==> src/hw/hct_defs.svh <==
/*
 * Register indices, field positions and I/O port addresses for the horizontal timing block.
 * Assumes inclusion by bare name from the design and testbench modules.
 */
`ifndef HCT_DEFS_SVH
`define HCT_DEFS_SVH

`define HCT_IDX_LINE_TOTAL     6'h00
`define HCT_IDX_DISP_END       6'h01
`define HCT_IDX_BLANK_START    6'h02
`define HCT_IDX_BLANK_END      6'h03
`define HCT_IDX_RETRACE_START  6'h04
`define HCT_IDX_RETRACE_END    6'h05
`define HCT_INDEX_MSB          5
`define HCT_SKEW_MSB           6
`define HCT_SKEW_LSB           5
`define HCT_END5_MSB           4
`define HCT_TEST_BIT           7
`define HCT_BLANK_END_HI_BIT   7
`define HCT_PORT_MONO_INDEX    16'h03B4
`define HCT_PORT_MONO_DATA     16'h03B5
`define HCT_PORT_COLOR_INDEX   16'h03D4
`define HCT_PORT_COLOR_DATA    16'h03D5
`define HCT_RESET_BYTE         8'h00

`endif

==> src/hw/hct_pkg.sv <==
/*
 * Types shared by the horizontal timing block.
 * Assumes the constants header is on the include path.
 */
package hct_pkg;
    typedef enum logic [0:0]
    {
        HCT_MODE_EGA = 1'b0,
        HCT_MODE_VGA = 1'b1
    } hct_mode_t;
endpackage

==> src/hw/hct_timing_regs.sv <==
/*
 * Horizontal display timing with indexed register access over two I/O ports.
 * Assumes one clock per character time from the sequencer_unit, and a host
 * that writes the index before accessing the data port.
 */
// Contract
// - Six-bit index register selects which timing register the data port reaches.
// - Ports decode at mono or color addresses per miscellaneous output bit 0.
// - An 8-bit total sets line length; software subtracts 5 VGA, 2 EGA.
// - Character time comes from the sequencer_unit clocking setting, not here.
// - Display enable ends after counter passes display end; end plus one characters.
// - Blanking starts when the counter equals blank start.
// - EGA blanking ends on first 5-bit low-bits match after start.
// - VGA blanking end compares 6 bits, top bit from sync-end bit 7.
// - Blank-end bits 6:5 skew display enable by 0 to 3 characters.
// - Blank-end bit 7 is a test bit; one means normal operation.
// - Retrace starts when the counter equals sync start.
// - Sync-end bits 6:5 skew the sync output by 0 to 3 characters.
// - Sync ends on first 5-bit low-bits match after sync starts.
// - When protection is active host writes leave the six registers unchanged.
`timescale 1ns/1ns
`include "hct_defs.svh"
module hct_timing_regs #(
    parameter int COUNT_W = 8
) (
    input  wire logic              clock,
    input  wire logic              reset,
    input  wire logic [15:0]       ioAddr,
    input  wire logic              ioWrite,
    input  wire logic              ioRead,
    input  wire logic [7:0]        ioWriteData,
    output logic      [7:0]        ioReadData,
    output logic                   ioReadHit,
    input  wire logic              colorSelect,
    input  wire hct_pkg::hct_mode_t timingMode,
    input  wire logic              writeProtect,
    output logic                   displayEnable,
    output logic                   blanking,
    output logic                   horizontalSync,
    output logic [COUNT_W-1:0]     charCount
);
    logic [5:0]         index_q;
    logic [7:0]         lineTotal_q;
    logic [7:0]         dispEnd_q;
    logic [7:0]         blankStart_q;
    logic [7:0]         blankEnd_q;
    logic [7:0]         retraceStart_q;
    logic [7:0]         retraceEnd_q;
    logic [COUNT_W-1:0] count_q;
    logic [COUNT_W-1:0] count_d;
    logic               dispEn_q;
    logic               blank_q;
    logic               sync_q;
    logic               syncRaw;
    logic               dispRaw;
    logic               testNormal;
    logic [7:0]         readData_d;
    logic               indexHit;
    logic               dataHit;
    logic [5:0]         blankEndValue;
    logic [5:0]         blankEndCount;

    function automatic logic portMatch(
        input logic [15:0] addr,
        input logic        color,
        input logic [15:0] mono,
        input logic [15:0] colr
    );
        portMatch = color ? (addr == colr) : (addr == mono);
    endfunction

    assign indexHit = portMatch(ioAddr, colorSelect, `HCT_PORT_MONO_INDEX,
                                `HCT_PORT_COLOR_INDEX);
    assign dataHit  = portMatch(ioAddr, colorSelect, `HCT_PORT_MONO_DATA,
                                `HCT_PORT_COLOR_DATA);

    always_ff @(posedge clock)
    begin
        if (reset)
            index_q <= 6'h00;
        else if (ioWrite && indexHit)
            index_q <= ioWriteData[`HCT_INDEX_MSB:0];
    end

    always_ff @(posedge clock)
    begin
        if (reset)
        begin
            lineTotal_q    <= `HCT_RESET_BYTE;
            dispEnd_q      <= `HCT_RESET_BYTE;
            blankStart_q   <= `HCT_RESET_BYTE;
            blankEnd_q     <= `HCT_RESET_BYTE;
            retraceStart_q <= `HCT_RESET_BYTE;
            retraceEnd_q   <= `HCT_RESET_BYTE;
        end
        else if (ioWrite && dataHit && !writeProtect)
        begin
            unique case (index_q)
                `HCT_IDX_LINE_TOTAL:    lineTotal_q    <= ioWriteData;
                `HCT_IDX_DISP_END:      dispEnd_q      <= ioWriteData;
                `HCT_IDX_BLANK_START:   blankStart_q   <= ioWriteData;
                `HCT_IDX_BLANK_END:     blankEnd_q     <= ioWriteData;
                `HCT_IDX_RETRACE_START: retraceStart_q <= ioWriteData;
                `HCT_IDX_RETRACE_END:   retraceEnd_q   <= ioWriteData;
                default:                ;
            endcase
        end
    end

    always_comb
    begin
        readData_d = 8'h00;
        if (indexHit)
            readData_d = {2'b00, index_q};
        else
        begin
            unique case (index_q)
                `HCT_IDX_LINE_TOTAL:    readData_d = lineTotal_q;
                `HCT_IDX_DISP_END:      readData_d = dispEnd_q;
                `HCT_IDX_BLANK_START:   readData_d = blankStart_q;
                `HCT_IDX_BLANK_END:     readData_d = blankEnd_q;
                `HCT_IDX_RETRACE_START: readData_d = retraceStart_q;
                `HCT_IDX_RETRACE_END:   readData_d = retraceEnd_q;
                default:                readData_d = 8'h00;
            endcase
        end
    end

    always_ff @(posedge clock)
    begin
        if (reset)
        begin
            ioReadData <= 8'h00;
            ioReadHit  <= 1'b0;
        end
        else
        begin
            ioReadHit  <= ioRead && (indexHit || dataHit);
            ioReadData <= (ioRead && (indexHit || dataHit)) ? readData_d : 8'h00;
        end
    end

    // One clock is one character time; its width is set by the sequencer_unit.
    assign count_d = (count_q == COUNT_W'(lineTotal_q)) ? '0 : count_q + 1'b1;

    always_ff @(posedge clock)
    begin
        if (reset)
            count_q <= '0;
        else
            count_q <= count_d;
    end

    assign testNormal = blankEnd_q[`HCT_TEST_BIT];

    always_ff @(posedge clock)
    begin
        if (reset)
            dispEn_q <= 1'b1;
        else if (count_d == '0)
            dispEn_q <= 1'b1;
        else if (count_q == COUNT_W'(dispEnd_q))
            dispEn_q <= 1'b0;
    end

    assign blankEndValue = (timingMode == hct_pkg::HCT_MODE_VGA)
        ? {retraceEnd_q[`HCT_BLANK_END_HI_BIT], blankEnd_q[`HCT_END5_MSB:0]}
        : {1'b0, blankEnd_q[`HCT_END5_MSB:0]};
    assign blankEndCount = (timingMode == hct_pkg::HCT_MODE_VGA)
        ? count_q[5:0]
        : {1'b0, count_q[4:0]};

    always_ff @(posedge clock)
    begin
        if (reset)
            blank_q <= 1'b0;
        else if (!blank_q && count_q == COUNT_W'(blankStart_q))
            blank_q <= 1'b1;
        else if (blank_q && blankEndCount == blankEndValue)
            blank_q <= 1'b0;
    end

    always_ff @(posedge clock)
    begin
        if (reset)
            sync_q <= 1'b0;
        else if (!sync_q && count_q == COUNT_W'(retraceStart_q))
            sync_q <= 1'b1;
        else if (sync_q && count_q[4:0] == retraceEnd_q[`HCT_END5_MSB:0])
            sync_q <= 1'b0;
    end

    assign dispRaw = dispEn_q && testNormal;
    assign syncRaw = sync_q && testNormal;

    hct_skew_delay #(
        .MAX_SKEW (3)
    ) uDispSkew (
        .clock    (clock),
        .reset    (reset),
        .levelIn  (dispRaw),
        .skewSel  (blankEnd_q[`HCT_SKEW_MSB:`HCT_SKEW_LSB]),
        .levelOut (displayEnable)
    );

    hct_skew_delay #(
        .MAX_SKEW (3)
    ) uSyncSkew (
        .clock    (clock),
        .reset    (reset),
        .levelIn  (syncRaw),
        .skewSel  (retraceEnd_q[`HCT_SKEW_MSB:`HCT_SKEW_LSB]),
        .levelOut (horizontalSync)
    );

    assign blanking  = blank_q || !testNormal;
    assign charCount = count_q;
endmodule // hct_timing_regs

==> src/hw/hct_skew_delay.sv <==
/*
 * Delays a single level by 0 to 3 clocks, selected at run time.
 * Assumes the select is steady while the delayed level is in use.
 */
`timescale 1ns/1ns
module hct_skew_delay #(
    parameter int MAX_SKEW = 3
) (
    input  wire logic       clock,
    input  wire logic       reset,
    input  wire logic       levelIn,
    input  wire logic [1:0] skewSel,
    output logic            levelOut
);
    logic [MAX_SKEW:0] tap;

    assign tap[0] = levelIn;

    genvar g;
    generate
        for (g = 1; g <= MAX_SKEW; g++)
        begin : gStage
            logic stage_q;
            always_ff @(posedge clock)
            begin
                if (reset)
                    stage_q <= 1'b0;
                else
                    stage_q <= tap[g-1];
            end
            assign tap[g] = stage_q;
        end
    endgenerate

    assign levelOut = tap[skewSel];
endmodule // hct_skew_delay

==> config.mk <==
export PLATFORM = sky130hd
export DESIGN_NAME = hct_timing_regs
export DESIGN_NICKNAME = d
export VERILOG_FILES = /design/src/hw/hct_pkg.sv /design/src/hw/hct_timing_regs.sv /design/src/hw/hct_skew_delay.sv
export VERILOG_INCLUDE_DIRS = /design/src /design/src/hw
export SDC_FILE = /design/constraint.sdc
export NUM_CORES = 1
export LEC_CHECK = 0
export ABC_CLOCK_PERIOD_IN_PS = 2900
export BUFFER_PORTS_ARGS = -buffer_cell sky130_fd_sc_hd__clkbuf_2
export CAP_MARGIN = 0
export CORE_UTILIZATION = 40
export CTS_CLUSTER_SIZE = 25
export DETAILED_ROUTE_END_ITERATION = 7
export HOLD_SLACK_MARGIN = 0.05
export PLACE_DENSITY = 0.69
export SYNTH_ARGS = -nofsm -noshare
export SYNTH_HDL_FRONTEND = slang
export SYNTH_SLANG_ARGS = --single-unit
export TNS_END_PERCENT = 20
==> constraint.sdc <==
create_clock -name clock -period 2.9 [get_ports clock]
set_input_delay 0.145 -clock clock [delete_from_list [all_inputs] [get_ports clock]]
set_output_delay 0.145 -clock clock [all_outputs]
set_load 0.005 [all_outputs]
== Yosys cells after proc, flatten, opt, wreduce, memory -nomap -nowiden ==
Index checks and enable logic that the tools add are counted.

* Bits in registers: 80
* Bits in latches: 0
* Bits in writable memories: 0
* ROM bits: 0
* Output and inout bits: 20
* Memories: 0

* Add/subtract/negate cells: 1
* Multipliers: 0
* Div/mod/pow operators: 0
* Magnitude comparators: 2
* Equal/unequal tests: 15
* Shift-type cells: 0
* Mux-type cells: 15
* Bitwise gates (word level): 1
* Reductions and logical operators: 29

{| class="wikitable"
|+ Operator list
! operator !! count
|-
| 16-bit by 10-bit == test with 1-bit output (second input constant) || 4
|-
| 8-bit one-hot mux with 6 select lines || 1
|-
| 8-bit == test || 4
|-
| 6-bit two-way mux || 3
|-
| 6-bit by 2-bit == test with 1-bit output (second input constant) || 2
|-
| 6-bit by 3-bit == test with 1-bit output (second input constant) || 2
|-
| 2-bit AND reduction || 6
|-
| 1-bit logical AND || 10
|-
| 8-bit by 1-bit adder with 8-bit output (second input constant) || 1
|-
| 8-bit zero test || 1
|-
| 1-bit two-way mux || 8
|-
| 8-bit two-way mux || 1
|-
| 6-bit by 1-bit == test with 1-bit output (second input constant) || 1
|-
| 6-bit == test || 1
|-
| 6-bit zero test || 1
|-
| 2-bit by 3-bit less-than comparator with 1-bit output (second input constant) || 2
|-
| 5-bit == test || 1
|-
| 1-bit binary-select mux with 2-bit select || 2
|-
| 1-bit zero test || 4
|-
| 2-bit nonzero test || 2
|-
| 2-bit OR reduction || 2
|-
| 3-bit OR reduction || 1
|-
| 1-bit logical OR || 2
|-
| 1-bit inverter || 1
|}

== Logic depth before layout (Yosys ltp) ==
Gate-level depths: netlist of the first run.

* Depth after elaboration: 6
* Depth in mapped cells: 7

== Modules after synthesis ==
Synthesis of the first run repeated with hierarchy kept, for this count alone.

* Cells, all modules: 414
* Area, all modules: 4155.2 µm²

{| class="wikitable"
|+ By module, submodules not included
! module !! instances !! cells each !! area each (µm²) !! seq. area each (µm²)
|-
| hct_timing_regs || 1 || 400 || 3952.5 || 1481.4
|-
| hct_skew_delay || 2 || 7 || 101.3 || 60.1
|}

== Worst setup path after synthesis of the first run ==
OpenSTA, ideal clock, no wires.

* Path type: reg2reg
* Start: register index_q[4]
* End: register retraceStart_q[6]
* Library setup time: 128 ps
* Arrival time: 1857 ps
* Path slack: 916 ps
* Stages on the path, launching flop included: 8
* Path buffers: 2
* Path through: dfxtp_1 or4_4 buf_6 nor3b_4 and3_1 buf_6 mux2i_1 nor2_1

* Word-level cells in the longest chain between the ends: 2

{| class="wikitable"
|+ RTL lines
! element !! RTL line !! text
|-
| start: declaration || hct_timing_regs.sv:42 || <nowiki>logic [5:0] index_q;</nowiki>
|-
| start signal: assignment || hct_timing_regs.sv:82 || <nowiki>index_q <= ioWriteData[`HCT_INDEX_MSB:0];</nowiki>
|-
| 6-bit by 3-bit == test with 1-bit output || hct_timing_regs.sv:98 || <nowiki>unique case (index_q)</nowiki>
|-
| 2-bit AND reduction (no line) || n/a ||
|-
| end signal: assignment || hct_timing_regs.sv:93 || <nowiki>retraceStart_q <= `HCT_RESET_BYTE;</nowiki>
|-
| end signal: assignment || hct_timing_regs.sv:103 || <nowiki>`HCT_IDX_RETRACE_START: retraceStart_q <= ioWriteData;</nowiki>
|-
| end: declaration || hct_timing_regs.sv:47 || <nowiki>logic [7:0] retraceStart_q;</nowiki>
|}

No other way between the ends.
A chain may end at the register's enable or synchronous reset.

== Worst setup path after layout of the first run ==
* Start: register index_q[4]
* End: register retraceStart_q[1]

Same word-level chain as after synthesis.

==> flow_metrics.env, run 1 <==
export IMPL_outcome="completed"
export IMPL_cp_required_ns=3.11
export IMPL_post_drt_wl_per_cell_um=17.3
export IMPL_clock_sinks=80
export IMPL_grt_pass1_vias=2940
export IMPL_hold_viol=0
export IMPL_drc=0
export IMPL_ctsResizeCount=0
export IMPL_period_needed_ns=2.31
export IMPL_gp_congestion=0.907
export IMPL_period_share=0.797
export IMPL_fin_ws_ns=0.590
export IMPL_post_place_ws_ns=0.610
export IMPL_grtUsageTotal=0.210
export IMPL_tns_ns=0
export IMPL_cts_buffers=9
export IMPL_cts_hold_buf=0
export IMPL_arrival_ns=2.52
export IMPL_ir_drop_mv=0.173
export IMPL_antenna_found_initial=0
export IMPL_final_util=0.477
export IMPL_drive_above_1_share=0.197
export IMPL_synthDominantCellAreaShare=0.403
export IMPL_yosysWarnings=0
export IMPL_initial_utilization=0.422
export IMPL_ioPinCount=51
export IMPL_clk_pin_slew_ns=0.08
export IMPL_avgSynthCellArea_um2=9.54
export IMPL_syn_area_um2=3970
export IMPL_ys_async_sr_fraction=0
export IMPL_synth_flop_cell="dfxtp_1"
export IMPL_grt_max_degree=64
export IMPL_cts_tree="done"
export IMPL_cts_root_buf="clkbuf_8"
export IMPL_htreeDepth=3
export IMPL_synth_edf_count=0
export IMPL_rsz0062_at_grt="no"
export IMPL_cts_buffer_depth=2
export IMPL_antenna_cells=0
export IMPL_die_w_um=102
export IMPL_yosys_cell_types_count=57
export IMPL_vias=3114
export IMPL_vias_per_cell=5.28
export IMPL_grt_pass1_wl_um=16000
export IMPL_dp_hpwl_um=7270
export IMPL_synth_top_cell_by_area="dfxtp_1"
export IMPL_drt_pass1_iterations=5
export IMPL_ys_seq_area_frac=0.403
export IMPL_rows=35
export IMPL_fmax_ghz=0.433
export IMPL_die_h_um=102
export IMPL_power_frac_seq=0.536
export IMPL_yosysMostFrequentCell="dfxtp_1"
export IMPL_insertion_delay_ns=0.35
export IMPL_port_buffers=50
export IMPL_fillCellCount=922
export IMPL_synth_nets=448
export IMPL_antenna_left=0
export IMPL_synth_seq_cells=80
export IMPL_place_inst=574
export IMPL_relSlewSlack=0.545
export IMPL_gr_total_overflow=0
export IMPL_setup_viol=0
export IMPL_drv_slew=0
export IMPL_powerDensity_nw_per_um2=458
export IMPL_worstMarginPinSlew_ns=0.681
export IMPL_register_area_um2=1600
export IMPL_num_nets_final=488
export IMPL_clock_skew_ns=0.0114
export IMPL_die_area_um2=10300
export IMPL_ys_top_cells_by_area="dfxtp_1 40%, mux2i_1 15%, xor2_1 7.9%"
export IMPL_yosys_top_cells_count="80 x dfxtp_1, 72 x nor2_1, 60 x mux2i_1"
export IMPL_p_comb_frac=0.031
export IMPL_drt_iter0_markers=249
export IMPL_hp_class="primary input to flip-flop"
export IMPL_areaGrowthSynthToFinish_pct=13.0
export IMPL_p_leak_nw=1.97
export IMPL_multi_input_area_um2=2210
export IMPL_internal_power_w=0.00161
export IMPL_worstPathMaxFanout=10
export IMPL_clkPwrFrac=0.433
export IMPL_critical_path_class="flip-flop to flip-flop"
export IMPL_drv_cap=0
export IMPL_post_cts_setup_buffers=0
export IMPL_start_kind="flip-flop"
export IMPL_finalNonFillerCells=590
export IMPL_sw_frac_of_total=0.218
export IMPL_end_kind="flip-flop"
export IMPL_netlist_instances=416
export IMPL_drt_wl_total_um=10200
export IMPL_core_area_um2=9420
export IMPL_p_switching_w=0.000448
## per-stage QoR
stage,total power (W),instance area (µm²),hold slack [ns]
6_report,0.00206,4490,0.0975
5_1_grt,0.00212,4490,0.0909
4_1_cts,0.00207,4490,0.0804
3_5_place_dp,0.00119,4280,0.457
3_3_place_gp,0.00119,4280,0.443
2_1_floorplan,0.00115,3970,0.289
## state kept, by name, indices dropped and copies added (netlist names)
signal / cells
blankEnd_q: 8
blankStart_q: 8
blank_q: 1
charCount: 8
dispEn_q: 1
dispEnd_q: 8
index_q: 6
ioReadData: 8
ioReadHit: 1
lineTotal_q: 8
retraceEnd_q: 8
retraceStart_q: 8
sync_q: 1
uDispSkew.gStage.stage_q: 3
uSyncSkew.gStage.stage_q: 3
## layout make-up
class	instances	share of cell area
Tap cell	129	0.0360
Inverter	3	0.00251
Sequential cell	80	0.357
Clock inverter	5	0.0181
Clock buffer	11	0.0293
Multi-Input combinational cell	307	0.493
Timing Repair Buffer	55	0.0641
## per-layer routing
layer  up-vias  global-route usage  wire (µm)
met2       108               0.329       4670
met3        13              0.0490        621
met1      1466               0.282       4740
met4         0              0.0747        177
li1       1527                   -          -
met5         -                   0          0
## cell families after synthesis
family | after synthesis | share of synthesized area
DFF | 80 | 0.403
and+or+nand+nor | 144 | 0.190
AOI/OAI and AO/OA | 43 | 0.0712
adders and majority gates | 1 | 0.00315
muxes | 69 | 0.182
xor gates and xnor gates | 50 | 0.110
buffers and inverters | 29 | 0.0391
## critical path: stages (launching register included)
cell,delay [ns]
dfxtp_1,0.35
or4_4,0.64
nor3b_4,0.37
and3_1,0.51
mux2i_1,0.25
nor2_1,0.05
## path summary, 6_finish.rpt
path | cells past startpoint | from | to | slack, ns
hold / removal | 2 | reset | ioReadHit | 0.1
setup reg to reg | 5 | index_q[4] | retraceStart_q[1] | 0.59
setup / recovery | 5 | index_q[4] | retraceStart_q[1] | 0.59
hold reg to reg | 1 | uSyncSkew.gStage[2].stage_q | uSyncSkew.gStage[3].stage_q | 0.46
## power by group through the flow
stage / clock, W / sequential [W] / combinational [W]
6_report: 0.000891 / 0.00110 / 0.0000636
5_1_grt: 0.000953 / 0.00110 / 0.0000693
4_1_cts: 0.000902 / 0.00110 / 0.0000640
3_5_place_dp: 0 / 0.00113 / 0.0000636
3_3_place_gp: 0 / 0.00113 / 0.0000623
2_1_floorplan: 0 / 0.00113 / 0.0000240
## placed cells by master, fill, tap and decap left out, types with 4 or more instances in the layout
cell type and instances:
xnor2_1 14, mux2_2 7, nor2_1 72, nand2_1 13, nand4_1 4, a21oi_1 14, dfxtp_1 80, o21ai_0 6
nand3_1 7, mux2i_1 60, nor3_1 7, and3_1 5, nor4_1 8, clkbuf_2 50, o22ai_1 5, xor2_1 36
nor2b_1 4, buf_4 5, clkbuf_8 9
(Power assumes the default switching activity.)
==> inputs of run 2 (changes only) <==
--- a/config.mk
+++ b/config.mk
@@ -6,7 +6,7 @@
 export SDC_FILE = /design/constraint.sdc
 export NUM_CORES = 1
 export LEC_CHECK = 0
-export ABC_CLOCK_PERIOD_IN_PS = 2900
+export ABC_CLOCK_PERIOD_IN_PS = 2400
 export BUFFER_PORTS_ARGS = -buffer_cell sky130_fd_sc_hd__clkbuf_2
 export CAP_MARGIN = 0
 export CORE_UTILIZATION = 40
==> constraint.sdc (replaced) <==
create_clock -name clock -period 2.4 [get_ports clock]
set_input_delay 0.12 -clock clock [delete_from_list [all_inputs] [get_ports clock]]
set_output_delay 0.12 -clock clock [all_outputs]
set_load 0.005 [all_outputs]
==> flow_metrics.env, run 2 (synthesized netlist as in run 1, its figures left out) <==
export IMPL_end_kind="flip-flop"
export IMPL_core_area_um2=9420
export IMPL_cts_buffers=9
export IMPL_worstPathMaxFanout=8
export IMPL_post_drt_wl_per_cell_um=16.9
export IMPL_tns_ns=0
export IMPL_grt_pass1_vias=3191
export IMPL_ctsResizeCount=0
export IMPL_period_share=0.908
export IMPL_arrival_ns=2.41
export IMPL_hp_class="primary input to flip-flop"
export IMPL_areaGrowthSynthToFinish_pct=13.8
export IMPL_drc=0
export IMPL_drt_iter0_markers=195
export IMPL_max_stage_delay_ns=0.54
export IMPL_clk_pin_slew_ns=0.08
export IMPL_antenna_left=0
export IMPL_clock_sinks=80
export IMPL_final_util=0.480
export IMPL_htreeDepth=3
export IMPL_drv_cap=0
export IMPL_ioPinCount=51
export IMPL_clock_skew_ns=0.00823
export IMPL_final_cell_mix="80 x dfxtp_1, 72 x nor2_1, 60 x mux2i_1"
export IMPL_cts_buffer_depth=2
export IMPL_rsz0062_at_grt="no"
export IMPL_p_leak_nw=2.00
export IMPL_finalNonFillerCells=599
export IMPL_outcome="completed"
export IMPL_drv_slew=0
export IMPL_antenna_found_initial=0
export IMPL_hold_viol=0
export IMPL_fmax_ghz=0.459
export IMPL_drt_pass1_iterations=5
export IMPL_gr_total_overflow=0
export IMPL_relSlewSlack=0.523
export IMPL_crit_buf_inv=0
export IMPL_worstMarginPinSlew_ns=0.715
export IMPL_crit_slowest_cell="or4_4"
export IMPL_final_common_cell="dfxtp_1"
export IMPL_place_inst=582
export IMPL_die_h_um=102
export IMPL_drive_above_1_share=0.213
export IMPL_rows=35
export IMPL_gp_congestion=0.856
export IMPL_cts_root_buf="clkbuf_8"
export IMPL_critical_path_top_delay_family="simple AND/OR/NAND/NOR gates"
export IMPL_start_kind="flip-flop"
export IMPL_die_w_um=102
export IMPL_initial_utilization=0.422
export IMPL_die_area_um2=10300
export IMPL_port_buffers=50
export IMPL_drt_wl_total_um=10100
export IMPL_grtUsageTotal=0.209
export IMPL_cp_required_ns=2.63
export IMPL_post_cts_setup_buffers=0
export IMPL_critical_path_class="flip-flop to flip-flop"
export IMPL_period_needed_ns=2.18
export IMPL_setup_viol=0
export IMPL_path_cells="or4_4, nor3b_1, and3_1, mux2i_1, nor2_1"
export IMPL_vias=3232
export IMPL_powerDensity_nw_per_um2=510
export IMPL_insertion_delay_ns=0.37
export IMPL_ir_drop_mv=0.214
export IMPL_cts_tree="done"
export IMPL_grt_pass1_wl_um=16100
export IMPL_fillCellCount=903
export IMPL_vias_per_cell=5.40
export IMPL_num_nets_final=497
export IMPL_antenna_cells=0
export IMPL_grt_max_degree=62
export IMPL_dp_hpwl_um=7330
run 2: repair_timing:
action / 4_1_cts / 5_1_grt
hold endpoints to repair: 1 / 0
hold buffers: 1 / 0
setup endpoints to repair: 0 / 0
run 2: worst paths after layout:
kind / slack, ns / endpoint / start / depth (start not counted)
hold / removal: 0.07 / blank_q / timingMode / 3
setup reg to reg: 0.22 / dispEnd_q[6] / index_q[4] / 5
setup / recovery: 0.22 / dispEnd_q[6] / index_q[4] / 5
hold reg to reg: 0.47 / uDispSkew.gStage[2].stage_q / uDispSkew.gStage[1].stage_q / 1
run 2: layer usage:
metal | vias up | global-route usage | routed length [µm]
met3 | 18 | 0.0386 | 545
met2 | 119 | 0.346 | 4830
met1 | 1548 | 0.265 | 4560
met5 | - | 0 | 0
met4 | 0 | 0.0892 | 200
li1 | 1547 | - | -
run 2: metrics by stage:
step	hold slack (ns)	power [W]	setup slack, ns	instance area (µm²)
floorplan	0.264	0.00139	0.416	3970
global placement	0.428	0.00143	0.333	4340
detailed placement	0.428	0.00144	0.272	4340
CTS	0.0586	0.00232	0.218	4520
global route	0.0707	0.00237	0.0624	4520
finish	0.0656	0.00230	0.220	4520
run 2: layout make-up:
cell class,instances,area (µm²),share of cell area
Inverter,3,11.3,0.00249
Sequential cell,80,1600,0.354
Timing Repair Buffer,64,358,0.0792
Clock buffer,11,141,0.0313
Multi-Input combinational cell,307,2210,0.490
Clock inverter,5,32.5,0.00720
Tap cell,129,161,0.0357
run 2: report_power, final:
part	total (W)	internal, W	switching [W]
Clock	0.000896	0.000400	0.000496
Sequential	0.00133	0.00133	0.00000243
Combinational	0.0000765	0.0000282	0.0000483
Total	0.00230	0.00176	0.000547
run 2: tightest hold or removal path, cell delays in order:
cell      delay (ns)
clkbuf_2        0.09
a211oi_1        0.06
nor3_1          0.11
